## config.mk

```make
export PLATFORM = sky130hd
export DESIGN_NAME = pscs_top
export DESIGN_NICKNAME = d
export VERILOG_FILES = /design/src/shared/pscs_pkg.sv /design/src/rtl/pscs_sync.sv /design/src/rtl/pscs_top.sv
export SDC_FILE = /design/constraint.sdc
export NUM_CORES = 1
export LEC_CHECK = 0
export BUFFER_PORTS_ARGS = -buffer_cell sky130_fd_sc_hd__buf_2
export CORE_UTILIZATION = 50
export DETAILED_ROUTE_END_ITERATION = 7
export PLACE_DENSITY = 0.83
export SYNTH_ARGS = -nofsm -noshare
export SYNTH_HDL_FRONTEND = slang
export SYNTH_SLANG_ARGS = --single-unit
```

## constraint.sdc

```tcl
create_clock -name i_clk -period 3.8 [get_ports i_clk]
set_input_delay 0.76 -clock i_clk [delete_from_list [all_inputs] [get_ports i_clk]]
set_output_delay 0.76 -clock i_clk [all_outputs]
set_load 0.005 [all_outputs]
```

## src/shared/pscs_pkg.sv

```systemverilog
// pscs_pkg: constants for the pin strap configuration select block
package pscs_pkg;
  // axi4-lite register byte offsets
  localparam logic [7:0] PSCS_CTRL_OFS = 8'h00;
  localparam logic [7:0] PSCS_STAT_OFS = 8'h04;
  localparam logic [7:0] PSCS_CFG_OFS = 8'h08;
  // ctrl register fields
  localparam int PSCS_CTRL_PWR_BIT = 0;
  localparam int PSCS_CTRL_EDGE_BIT = 1;
  localparam int PSCS_CTRL_BUS_BIT = 2;
  localparam int PSCS_CTRL_DIFF_BIT = 3;
  localparam int PSCS_CTRL_DESKEW_BIT = 4;
  localparam int PSCS_CTRL_SENSE_BIT = 5;
  localparam logic [5:0] PSCS_CTRL_RST = 6'h00;
  // status register fields
  localparam int PSCS_STAT_SERIAL_BIT = 0;
  localparam int PSCS_STAT_HPD_BIT = 1;
  localparam int PSCS_STAT_RXDET_BIT = 2;
  localparam int PSCS_STAT_HPDEV_BIT = 3;
  // effective configuration fields
  localparam int PSCS_CFG_PWR_BIT = 0;
  localparam int PSCS_CFG_EDGE_BIT = 1;
  localparam int PSCS_CFG_BUS_BIT = 2;
  localparam int PSCS_CFG_DIFF_BIT = 3;
  localparam int PSCS_CFG_DESKEW_BIT = 4;
  localparam int PSCS_CFG_SENSE_BIT = 5;
  localparam logic [1:0] PSCS_RESP_OKAY = 2'h0;
  localparam logic [1:0] PSCS_RESP_SLVERR = 2'h2;
  // clock mode chosen from straps
  typedef enum logic {
    PSCS_CLK_SINGLE = 1'b0,
    PSCS_CLK_DIFF = 1'b1
  } pscs_clk_mode_t;
endpackage : pscs_pkg

```

## src/rtl/pscs_sync.sv

```systemverilog
// pscs_sync: two flop synchroniser for a bundle of levels
`timescale 1ns/1ns
module pscs_sync #(
  parameter int WIDTH = 1
) (
  // clock and reset
  input wire logic i_clk,
  input wire logic i_resetn,
  // levels
  input wire logic [WIDTH-1:0] i_async,
  output logic [WIDTH-1:0] o_sync
);
  logic [WIDTH-1:0] meta;

  initial begin
    if (WIDTH < 1) $error("pscs_sync width must be positive");
  end

  always_ff @(posedge i_clk or negedge i_resetn) begin
    if (!i_resetn) begin
      meta <= '0;
      o_sync <= '0;
    end else begin
      meta <= i_async;
      o_sync <= meta;
    end
  end
endmodule : pscs_sync

```

## src/rtl/pscs_top.sv

```systemverilog
// pscs_top: strap or serial configuration select and monitor sense
//
// Decided for this implementation: the AXI4-Lite register port and the placing of the registers.
`timescale 1ns/1ns
module pscs_top
  import pscs_pkg::*;
#(
  parameter int ADDR_W = 8
) (
  // clock and reset
  input wire logic i_clk,
  input wire logic i_resetn,
  // pins
  input wire logic i_serial_if_select,
  input wire logic i_bus_width_strap,
  input wire logic i_clock_mode_strap,
  input wire logic i_edge_strap,
  input wire logic i_vref_low_swing,
  input wire logic i_power_down_n,
  input wire logic i_deskew_enable_pin,
  input wire logic i_rx_detect,
  // serial data pin, open drain
  output logic o_serial_data_out,
  output logic o_serial_data_oe_n,
  // monitor sense, open drain
  output logic o_monitor_sense_out,
  output logic o_monitor_sense_oe_n,
  // effective configuration
  output logic o_powered_up,
  output logic o_latch_rising,
  output logic o_bus_24bit,
  output logic o_clock_diff,
  output logic o_deskew_en,
  output logic o_serial_active,
  output logic o_serial_rst_n,
  // axi4-lite write address
  input wire logic [ADDR_W-1:0] i_awaddr,
  input wire logic i_awvalid,
  output logic o_awready,
  // axi4-lite write data
  input wire logic [31:0] i_wdata,
  input wire logic [3:0] i_wstrb,
  input wire logic i_wvalid,
  output logic o_wready,
  // axi4-lite write response
  output logic [1:0] o_bresp,
  output logic o_bvalid,
  input wire logic i_bready,
  // axi4-lite read address
  input wire logic [ADDR_W-1:0] i_araddr,
  input wire logic i_arvalid,
  output logic o_arready,
  // axi4-lite read data
  output logic [31:0] o_rdata,
  output logic [1:0] o_rresp,
  output logic o_rvalid,
  input wire logic i_rready
);
  initial begin
    if (ADDR_W < 4) $error("pscs_top address width too small");
    if (ADDR_W > 32) $error("pscs_top address width too large");
  end

  // synchronised pins
  logic [7:0] pins_raw;
  logic [7:0] pins;
  assign pins_raw = {i_serial_if_select, i_bus_width_strap,
    i_clock_mode_strap, i_edge_strap, i_vref_low_swing, i_power_down_n,
    i_deskew_enable_pin, i_rx_detect};

  pscs_sync #(
    .WIDTH(8)
  ) u_sync (
    .i_clk(i_clk),
    .i_resetn(i_resetn),
    .i_async(pins_raw),
    .o_sync(pins)
  );

  wire sel_s = pins[7];
  wire bus_s = pins[6];
  wire cmode_s = pins[5];
  wire edge_s = pins[4];
  wire vref_s = pins[3];
  wire pdn_s = pins[2];
  wire deskew_s = pins[1];
  wire rxdet_s = pins[0];

  // serial logic reset: raw select pin, asynchronous assert
  wire ser_arst_n = i_resetn & i_serial_if_select;
  logic ser_rst_q1;
  logic ser_rst_q2;
  always_ff @(posedge i_clk or negedge ser_arst_n) begin
    if (!ser_arst_n) begin
      ser_rst_q1 <= 1'b0;
      ser_rst_q2 <= 1'b0;
    end else begin
      ser_rst_q1 <= 1'b1;
      ser_rst_q2 <= ser_rst_q1;
    end
  end
  wire ser_on = ser_rst_q2 & sel_s;
  assign o_serial_rst_n = ser_rst_q2;
  assign o_serial_active = ser_on;

  // clock mode decode from straps
  function automatic pscs_clk_mode_t clk_mode(input logic mode_strap,
                                              input logic width_strap,
                                              input logic vref_low);
    clk_mode = (mode_strap && !width_strap && vref_low) ? PSCS_CLK_DIFF
      : PSCS_CLK_SINGLE;
  endfunction : clk_mode

  // register hit vector: bit0 ctrl, bit1 status, bit2 config
  function automatic logic [2:0] reg_hit(input logic [ADDR_W-1:0] addr);
    reg_hit[0] = (addr == ADDR_W'(PSCS_CTRL_OFS));
    reg_hit[1] = (addr == ADDR_W'(PSCS_STAT_OFS));
    reg_hit[2] = (addr == ADDR_W'(PSCS_CFG_OFS));
  endfunction : reg_hit

  // serial registers, defaults on select reset
  logic [5:0] ctrl;
  logic hpd_prev;
  logic hpd_event;
  logic hpd_armed;

  // axi write channel
  logic aw_hold;
  logic w_hold;
  logic [ADDR_W-1:0] aw_addr;
  logic [31:0] w_data;
  logic [3:0] w_strb;
  wire aw_take = i_awvalid & o_awready;
  wire w_take = i_wvalid & o_wready;
  wire have_aw = aw_hold | aw_take;
  wire have_w = w_hold | w_take;
  wire [ADDR_W-1:0] wr_addr = aw_hold ? aw_addr : i_awaddr;
  wire [31:0] wr_data = w_hold ? w_data : i_wdata;
  wire [3:0] wr_strb = w_hold ? w_strb : i_wstrb;
  wire wr_fire = have_aw & have_w & ~o_bvalid;
  wire [2:0] wr_hit = reg_hit(wr_addr);
  wire wr_ctrl = wr_fire & wr_hit[0];
  wire wr_stat = wr_fire & wr_hit[1];
  wire wr_ok = wr_ctrl | wr_stat;
  wire ctrl_we = wr_ctrl & wr_strb[0] & ser_on;
  assign o_awready = ~aw_hold & ~o_bvalid;
  assign o_wready = ~w_hold & ~o_bvalid;

  // write address holding register
  always_ff @(posedge i_clk or negedge i_resetn) begin
    if (!i_resetn) begin
      aw_hold <= 1'b0;
      aw_addr <= '0;
    end else begin
      if (aw_take) aw_addr <= i_awaddr;
      aw_hold <= have_aw & ~wr_fire;
    end
  end

  // write data holding register
  always_ff @(posedge i_clk or negedge i_resetn) begin
    if (!i_resetn) begin
      w_hold <= 1'b0;
      w_data <= 32'h0000_0000;
      w_strb <= 4'h0;
    end else begin
      if (w_take) begin
        w_data <= i_wdata;
        w_strb <= i_wstrb;
      end
      w_hold <= have_w & ~wr_fire;
    end
  end

  // write response, one outstanding
  always_ff @(posedge i_clk or negedge i_resetn) begin
    if (!i_resetn) begin
      o_bvalid <= 1'b0;
      o_bresp <= PSCS_RESP_OKAY;
    end else if (wr_fire) begin
      o_bvalid <= 1'b1;
      o_bresp <= wr_ok ? PSCS_RESP_OKAY : PSCS_RESP_SLVERR;
    end else if (i_bready) begin
      o_bvalid <= 1'b0;
    end
  end

  // control register, reset whenever select drops
  always_ff @(posedge i_clk or negedge ser_arst_n) begin
    if (!ser_arst_n) begin
      ctrl <= PSCS_CTRL_RST;
    end else if (ctrl_we) begin
      ctrl <= wr_data[5:0];
    end
  end

  // hot-plug change event: armed one cycle after enable, no false edge
  wire hpd_change = hpd_armed & (edge_s ^ hpd_prev);
  wire hpd_clear = wr_stat & wr_strb[0] & wr_data[PSCS_STAT_HPDEV_BIT];
  always_ff @(posedge i_clk or negedge ser_arst_n) begin
    if (!ser_arst_n) begin
      hpd_prev <= 1'b0;
      hpd_armed <= 1'b0;
      hpd_event <= 1'b0;
    end else begin
      hpd_prev <= edge_s;
      hpd_armed <= ser_on;
      // set wins over write-one clear
      if (hpd_change) hpd_event <= 1'b1;
      else if (hpd_clear) hpd_event <= 1'b0;
    end
  end

  // effective configuration selection
  wire pwr_up_eff = ser_on ? ctrl[PSCS_CTRL_PWR_BIT] : pdn_s;
  wire edge_eff = ser_on ? ctrl[PSCS_CTRL_EDGE_BIT] : edge_s;
  wire bus_eff = ser_on ? ctrl[PSCS_CTRL_BUS_BIT] : bus_s;
  wire diff_eff = ser_on ? ctrl[PSCS_CTRL_DIFF_BIT]
    : (clk_mode(cmode_s, bus_s, vref_s) == PSCS_CLK_DIFF);
  wire deskew_eff = ser_on ? ctrl[PSCS_CTRL_DESKEW_BIT] : deskew_s;
  // receiver detect halts in power-down, serial port stays alive
  wire rx_seen = rxdet_s & pwr_up_eff;
  wire sense_eff = ser_on ? ctrl[PSCS_CTRL_SENSE_BIT]
    : rx_seen;

  always_ff @(posedge i_clk or negedge i_resetn) begin
    if (!i_resetn) begin
      o_powered_up <= 1'b0;
      o_latch_rising <= 1'b0;
      o_bus_24bit <= 1'b0;
      o_clock_diff <= 1'b0;
      o_deskew_en <= 1'b0;
      o_monitor_sense_oe_n <= 1'b1;
    end else begin
      o_powered_up <= pwr_up_eff;
      o_latch_rising <= edge_eff;
      o_bus_24bit <= bus_eff;
      o_clock_diff <= diff_eff;
      o_deskew_en <= deskew_eff & pwr_up_eff;
      o_monitor_sense_oe_n <= sense_eff;
    end
  end
  // open drain: only ever drives low
  assign o_monitor_sense_out = 1'b0;
  // serial data pin: never driven; protocol engine not in this block
  assign o_serial_data_out = 1'b0;
  assign o_serial_data_oe_n = 1'b1;

  // axi read channel
  wire [31:0] stat_word = {28'h0000000, hpd_event, rxdet_s,
    ser_on ? edge_s : 1'b0, ser_on};
  wire [31:0] ctrl_word = {26'h0, ctrl};
  wire [31:0] cfg_word = {26'h0, ~o_monitor_sense_oe_n, o_deskew_en,
    o_clock_diff, o_bus_24bit, o_latch_rising, o_powered_up};
  wire [2:0] rd_hit = reg_hit(i_araddr);
  wire rd_ctrl = rd_hit[0];
  wire rd_stat = rd_hit[1];
  wire rd_cfg = rd_hit[2];
  wire [31:0] rd_word = rd_ctrl ? ctrl_word : rd_stat ? stat_word
    : rd_cfg ? cfg_word : 32'h0000_0000;
  wire rd_ok = rd_ctrl | rd_stat | rd_cfg;
  assign o_arready = ~o_rvalid;

  always_ff @(posedge i_clk or negedge i_resetn) begin
    if (!i_resetn) begin
      o_rvalid <= 1'b0;
      o_rdata <= 32'h0000_0000;
      o_rresp <= PSCS_RESP_OKAY;
    end else if (i_arvalid && o_arready) begin
      o_rvalid <= 1'b1;
      o_rdata <= rd_word;
      o_rresp <= rd_ok ? PSCS_RESP_OKAY : PSCS_RESP_SLVERR;
    end else if (i_rready) begin
      o_rvalid <= 1'b0;
    end
  end
endmodule : pscs_top

```

# ---- Word level (Yosys, flattened, before mapping)
# Index checks and enable logic that the tools add are counted.
dict set report op_classes {
  n_reduce_logical 9
  n_eq_ne 3
  n_bitwise 31
  n_mux 22
}
# cell count
set op_table {}
lappend op_table {{$mux 6} 4}
lappend op_table {{$and 1x1->1} 19}
lappend op_table {{$eq 8x3->1 const B} 2}
lappend op_table {{$logic_not 8->1} 2}
lappend op_table {{$mux 1} 15}
lappend op_table {{$eq 8x4->1 const B} 1}
lappend op_table {{$mux 8} 1}
lappend op_table {{$not 1->1} 6}
lappend op_table {{$reduce_bool 2->1} 3}
lappend op_table {{$or 1x1->1} 5}
lappend op_table {{$mux 2} 2}
lappend op_table {{$logic_and 1x1->1} 3}
lappend op_table {{$logic_not 1->1} 1}
lappend op_table {{$xor 1x1->1} 1}
dict set report totals {
  out_inout_bits 52
  inputBits 67
  ff_bits 88
  elab_cells 89
}

# ---- Longest topological paths before layout
# Gate-level depths: netlist of the first run.
dict set report logic_depth {
  depth_word 11
  mapped_depth 6
  ltp_nobuf 5
}

# ---- By module
# A second synthesis of the first run with hierarchy kept.
dict set report hier_totals {
  cells_unflattened 215
  area_unflattened_um2 2588.7
}
# mod cells_each instances area_each_um2
set by_module_without_submodules {}
lappend by_module_without_submodules {pscs_top 199 1 2188.3}
lappend by_module_without_submodules {pscs_sync 16 1 400.4}

# ---- Least setup slack after synthesis of the first run
# No wires, ideal clock.
dict set report synth_timing {
  kind {input-to-reg}
  from {in i_awaddr[4]}
  to {reg ctrl[0]}
  arrival_ns 1.826
  slack_ns 1.850
  required_ns 3.675
  path_stages 4
  cell_sequence {nor4_1 > nand2_1 > a211oi_4 > mux2_2}
}
dict set report synth_via {
  elab_chain_len 5
}
# element line_no
set synth_lines {}
lappend synth_lines {{start: declaration} pscs_top.sv:37} ;# input wire logic [ADDR_W-1:0] i_awaddr,
lappend synth_lines {{$mux 8} pscs_top.sv:137} ;# wire [ADDR_W-1:0] wr_addr = aw_hold ? aw_addr : i_awaddr;
lappend synth_lines {{$logic_not 8->1} pscs_top.sv:116} ;# reg_hit[0] = (addr == ADDR_W'(PSCS_CTRL_OFS));
lappend synth_lines {{$and 1x1->1} pscs_top.sv:142} ;# wire wr_ctrl = wr_fire & wr_hit[0];
lappend synth_lines {{$and 1x1->1 (2 in series)} pscs_top.sv:145} ;# wire ctrl_we = wr_ctrl & wr_strb[0] & ser_on;
lappend synth_lines {{end signal: assignment} pscs_top.sv:193} ;# ctrl <= wr_data[5:0];
lappend synth_lines {{end: declaration} pscs_top.sv:122} ;# logic [5:0] ctrl;
# Every way passes these cells.
# A chain may end at the register's enable or synchronous reset.

# ---- Worst setup path after layout of the first run
dict set report layout_timing {
  from {reg ser_rst_q2 (netlist: o_serial_rst_n)}
  to {out o_serial_active}
}
dict set report layout_via {
  elab_chain_len 1
}
# element line_no
set layout_lines {}
lappend layout_lines {{start: declaration} pscs_top.sv:92} ;# logic ser_rst_q2;
lappend layout_lines {{start signal: assignment} pscs_top.sv:99} ;# ser_rst_q2 <= ser_rst_q1;
lappend layout_lines {{$and 1x1->1} pscs_top.sv:102} ;# wire ser_on = ser_rst_q2 & sel_s;
lappend layout_lines {{end: declaration} pscs_top.sv:34} ;# output logic o_serial_active,
# Every way passes these cells.

==> impl_metrics.csv, run 1 <==
group,metric,value,unit
status,status,"finished clean",
logic_synthesis,synth_area,2585,sq um
logic_synthesis,synth-adder-area-share,0,
grt,groute.usage.overall,0.1838,
layout,mostFrequentLayoutCells,"59 x dfrtp_1, 58 x buf_2, 32 x conb_1",
hold_path,timing.hold.worst.class,"flip-flop to flip-flop",
placed_design,place_hpwl,3249,um
logic_synthesis,ys_seq_area_frac,0.5813,
timing,fmaxAchievable,476.6,MHz
logic_synthesis,synth.mux.area_fraction,0.1413,
layout,nNetsFinal,345,
routing,number_of_design_rule_violations_left_after_detail_routing,0,
floorplan,start_util,0.5332,
grt,antenna_found_initial,0,
grt,via_count_of_the_first_global_routing_pass,1620,
critical_path,worst-setup-path-type,"flip-flop to output pin",
critical_path,timing.critical_path.fanout_max,12,
placed_design,dpl_worst_slack,1.586,ns
layout,seqCellArea,1503,sq um
power,p_leak,1.494,nW
timing,finalSetupViolations,0,
clocking,cts-buffers-inserted,9,
logic_synthesis,synth-seq-cells,60,
logic_synthesis,synth_top_family_by_area,"multiplexers",
routing,postRouteAntennaNets,0,
timing,worst_slew_pin_slew,0.6045,ns
timing,fin_tns_setup,0,ns
clocking,max-clock-path-buffers,2,
timing,fin_worst_skew,0.001771,ns
layout,instances_no_fill,350,
power,irDropWorstVdd,0.4027,mV
logic_synthesis,synthCells,216,
layout,multi_input_gate_area_in_the_final_layout,922.1,sq um
routing,dr.pass1.iters,4,
timing,hold_violations,0,
critical_path,critPathMaxStageDelay,0.35,ns
routing,routed_wl,4328,um
floorplan,die_area,5461,sq um
logic_synthesis,synth_xor_xnor_area_share,0.003388,
floorplan,die_boundary_height,73.90,um
layout,drive_above_1_share,0.3710,
logic_synthesis,synthesis.area_per_instance,11.97,sq um
layout,syn2layout_area_growth,16.07,%
timing,period_utilization,0.5522,
critical_path,cp.arrival,1.34,ns
floorplan,core_outline_area,4848,sq um
clocking,htree_num_levels,3,
timing,maxSlewViolCount,0,
critical_path,sort_of_element_at_the_end_of_the_critical_path,"output pin",
grt,grt_start_max_net_pins,50,
layout,finish.utilization,0.6188,
critical_path,worstPathRequired,3.04,ns
clocking,cts_tree,"done",
clocking,cts.repair.resized,0,
grt,grt_pass1_wl,7279,um
timing,setup_slack,1.702,ns
critical_path,critPathSlowestCell,"dfrtp_1",
timing,setup_repair_after_global_routing_missed_its_margin,"no",
clocking,root_buffer,"clkbuf_8",
layout,filler_cell_count,404,
timing,period_minus_slack,2.098,ns
placed_design,numPlacedInstances,334,
floorplan,row_count,25,
clocking,clock_sinks,60,
logic_synthesis,synth.lib_cells_used.distinct,30,
routing,num_vias,1654,
routing,dr.first_iter.drc_count,56,
logic_synthesis,share_of_the_synthesized_area_in_compound_gates_ao_oa_aoi_oai,0.07260,
logic_synthesis,synth-warning-count,0,
routing,post_drt_via_cell_ratio,4.726,
clocking,cts_hold_buf,0,
layout,antenna_cells,0,
floorplan,die_x,73.90,um
logic_synthesis,fraction_of_the_mapped_netlist_area_in_simple_logic_gates,0.09293,
clocking,clk_latency,0.33,ns
timing,worst_slew_margin_rel,0.5970,
placed_design,gp_congestion,0.7856,
placed_design,io_buffers,58,
job,timing.max_cap.violations,0,
grt,overflow,0,
floorplan,ios,119,
clocking,cts.clk_slew.worst_paths,0.06,ns
critical_path,critical_path.cell_chain,"nand2_1, inv_1, buf_2",
clocking,cts_post_setup_buffers_inserted,0,
critical_path,startpoint_types,"flip-flop",
power,p_per_area,573.9,nW/um^2
layout,layout.cells.most_common,"dfrtp_1",
critical_path,cp_num_buf_inv,2,
routing,wire_per_inst,12.37,um
critical_path,path_delay_family,"buffers and inverters",
-- worst paths after layout --
check	from	slack, ns	cells past startpoint	endpoint
min in group asynchronous	i_serial_if_select	0.51	2	ser_rst_q1$_DFF_PN0_
worst min register to register	u_sync.meta[3]$_DFF_PN0_	0.35	0	u_sync.o_sync[3]$_DFF_PN0_
worst max register to register	w_hold$_DFF_PN0_	1.87	4	ctrl[3]$_DFFE_PN0P_
worst min-delay path	u_sync.meta[3]$_DFF_PN0_	0.35	0	u_sync.o_sync[3]$_DFF_PN0_
max in group asynchronous	i_resetn	2.82	2	o_bresp[1]$_DFFE_PN0P_
worst max-delay path	o_serial_rst_n$_DFF_PN0_	1.70	3	o_serial_active
-- cells by family after synthesis --
kind of cell	count (synthesis)
AOI/OAI and AO/OA	28
xor gates and xnor gates	1
buffers and inverters	41
DFF	60
muxes	33
other	2
and+or+nand+nor	51
-- routing by layer --
layer / GRT usage / vias up / wire (um)
met2: 0.3020 / 71 / 2123
met4: 0.06197 / 0 / 57
met1: 0.2176 / 784 / 1839
met5: 0 / - / 0
li1: - / 793 / -
met3: 0.07819 / 6 / 306
-- where the power goes --
part	total, mW	switching [mW]	internal, mW
combinational	0.350	0.147	0.202
sequential	0.859	0.0950	0.764
clock	0.514	0.226	0.288
total	1.72	0.468	1.25
-- per-stage QoR --
step	total power [mW]	hold slack [ns]	area, sq um
6_report	1.722	0.3471	3000
5_1_grt	1.829	0.3526	3000
4_1_cts	1.748	0.3481	3000
3_5_place_dp	1.226	0.3347	2818
3_3_place_gp	1.199	0.3327	2818
2_1_floorplan	1.126	0.3312	2698
-- cell usage after synthesis --
cell type | number | share of area
dfstp_2 | 1 | 0.010
nor2b_1 | 3 | 0.0073
o31ai_1 | 1 | 0.0029
nand3_1 | 3 | 0.0058
xor2_1 | 1 | 0.0034
mux2i_1 | 5 | 0.019
o21bai_1 | 2 | 0.0058
a2bb2oi_1 | 2 | 0.0068
nor4_1 | 4 | 0.0097
buf_4 | 31 | 0.090
and2b_2 | 1 | 0.0034
nand2_1 | 30 | 0.044
mux2_2 | 28 | 0.12
o21a_1 | 2 | 0.0058
and2_1 | 2 | 0.0048
dfrtp_1 | 59 | 0.57
clkbuf_1 | 5 | 0.0073
conb_1 | 2 | 0.0029
a21oi_1 | 6 | 0.012
a21boi_0 | 1 | 0.0029
buf_2 | 2 | 0.0039
inv_1 | 3 | 0.0044
a211oi_4 | 1 | 0.0077
a31oi_1 | 2 | 0.0048
o21ai_0 | 9 | 0.017
o41ai_1 | 2 | 0.0068
nor2_1 | 5 | 0.0073
nand4_1 | 1 | 0.0024
nand3b_1 | 1 | 0.0029
nor4b_2 | 1 | 0.0058
-- area by class of cell --
type                            instances  area share
Tap cell                               67     0.02794
Clock buffer                           14     0.05755
Inverter                                3    0.003753
Sequential cell                        60      0.5008
Clock inverter                          2    0.003336
Timing Repair Buffer                   59     0.09925
Multi-Input combinational cell        145      0.3073
-- flip-flops by register name (all words and copies together) (netlist names), 6 cells and up --
register / cells
ctrl: 6
u_sync.o_sync: 8
aw_addr: 8
o_rdata: 6
w_data: 6
u_sync.meta: 8
Power figures use the tool's default switching activity.
==> inputs of run 2 (changes only) <==
- CORE_UTILIZATION: 50 -> 42
- PLACE_DENSITY: 0.83 -> 0.74
- clock period: 3.8 -> 1.9 ns (I/O delays scaled with it)
==> impl_metrics.csv, run 2 (same netlist as run 1, synthesis figures left out) <==
group,metric,value,unit
routing,number_of_design_rule_violations_left_after_detail_routing,0,
floorplan,die_area,6472,sq um
critical_path,timing.critical_path.fanout_max,7,
timing,period_minus_slack,1.713,ns
clocking,cts_hold_buf,0,
clocking,max-clock-path-buffers,2,
status,status,"finished clean",
timing,period_utilization,0.9015,
routing,num_vias,1700,
routing,postRouteAntennaNets,0,
timing,hold_violations,0,
routing,wire_per_inst,12.51,um
clocking,cts-buffers-inserted,9,
grt,groute.usage.overall,0.1602,
layout,design_area,3127,sq um
placed_design,gp_congestion,0.7473,
placed_design,dpl_cell_area,2865,sq um
timing,fin_tns_setup,0,ns
grt,antenna_found_initial,0,
clocking,cts_tree,"done",
grt,overflow,0,
critical_path,cp.arrival,1.93,ns
layout,drive_above_1_share,0.3958,
routing,dr.pass1.iters,4,
power,irDropWorstVdd,0.7817,mV
floorplan,die_boundary_height,80.45,um
layout,nNetsFinal,350,
floorplan,start_util,0.4366,
job,timing.max_cap.violations,0,
clocking,cts_post_setup_buffers_inserted,0,
critical_path,sort_of_element_at_the_end_of_the_critical_path,"flip-flop",
clocking,root_buffer,"clkbuf_8",
layout,antenna_cells,0,
floorplan,core_outline_area,5921,sq um
grt,grt_start_max_net_pins,30,
layout,syn2layout_area_growth,20.96,%
critical_path,startpoint_types,"flip-flop",
layout,largestRegisters,"aw_addr: 8 flops, u_sync.meta: 8 flops, u_sync.o_sync: 8 flops",
timing,finalSetupViolations,0,
placed_design,io_buffers,58,
timing,worst_slew_margin_rel,0.6589,
timing,setup_slack,0.1871,ns
floorplan,die_x,80.45,um
floorplan,ios,119,
clocking,clk_latency,0.34,ns
layout,mostFrequentLayoutCells,"58 x dfrtp_1, 58 x buf_2, 32 x conb_1",
power,p_per_area,1245,nW/um^2
placed_design,dpl_worst_slack,0.05621,ns
timing,worst_slew_pin_slew,0.5116,ns
timing,setup_repair_after_global_routing_missed_its_margin,"no",
routing,routed_wl,4542,um
grt,via_count_of_the_first_global_routing_pass,1680,
timing,maxSlewViolCount,0,
critical_path,worstPathRequired,2.11,ns
floorplan,row_count,28,
routing,post_drt_via_cell_ratio,4.683,
power,p_leak,1.547,nW
clocking,clock_sinks,60,
layout,finish.utilization,0.5281,
layout,filler_cell_count,541,
clocking,htree_num_levels,3,
hold_path,timing.hold.worst.class,"input pin to asynchronous set/reset pin",
routing,dr.first_iter.drc_count,34,
timing,fmaxAchievable,583.8,MHz
critical_path,worst-setup-path-type,"flip-flop to flip-flop",
placed_design,place_hpwl,3369,um
clocking,cts.clk_slew.worst_paths,0.07,ns
timing,fin_worst_skew,0.01085,ns
grt,grt_pass1_wl,7507,um
[run 2: what timing repair did]
item | 4_1_cts | 5_1_grt
setup endpoints to repair | 0 | 5
hold endpoints to repair | 0 | 0
resized for setup | 0 | 3
[run 2: worst max-delay path: stages, from the launching register on]
cell	delay, ns
dfrtp_1	0.46
mux2_2	0.26
nand3_1	0.11
a211oi_4	0.38
mux2_2	0.38
[run 2: per-layer routing]
layer	wire length [um]	vias up	global-route usage
met5	0	-	0
met4	63	0	0.05893
met3	355	7	0.07500
met2	2230	69	0.2644
met1	1893	822	0.1797
li1	-	802	-
[run 2: layout make-up]
type	count	area, sq um	area share
Clock inverter	4	95.09	0.03041
Inverter	3	11.26	0.003601
Timing Repair Buffer	64	335.3	0.1072
Multi-Input combinational cell	145	932.1	0.2981
Sequential cell	60	1504	0.4810
Clock buffer	12	155.1	0.04962
Tap cell	75	93.84	0.03001
[run 2: worst paths after layout]
path | cells after the start | slack [ns] | from | to
hold reg to reg | 0 | 0.35 | u_sync.meta[4]$_DFF_PN0_ | u_sync.o_sync[4]$_DFF_PN0_
setup / recovery | 4 | 0.19 | w_hold$_DFF_PN0_ | ctrl[0]$_DFFE_PN0P_
min in group i_clk | 1 | 0.15 | i_power_down_n | u_sync.meta[2]$_DFF_PN0_
max in group asynchronous | 2 | 1.41 | i_resetn | ctrl[5]$_DFFE_PN0P_
setup reg to reg | 4 | 0.19 | w_hold$_DFF_PN0_ | ctrl[0]$_DFFE_PN0P_
hold / removal | 2 | 0.03 | i_resetn | aw_addr[4]$_DFFE_PN0P_
[run 2: stage by stage]
step	hold WS, ns	power [mW]	instances
2_1_floorplan	0.08441	2.253	246
3_3_place_gp	0.3329	2.453	347
3_5_place_dp	0.3355	2.495	347
4_1_cts	0.02374	3.924	363
5_1_grt	0.04198	4.121	363
6_report	0.02843	3.891	363
[run 2: power breakdown]
| part | leakage (nW) | internal [mW] | switching, mW |
|---|---|---|---|
| combinational | 0.686 | 0.447 | 0.331 |
| clock | 0.127 | 0.941 | 0.475 |
| sequential | 0.735 | 1.53 | 0.168 |
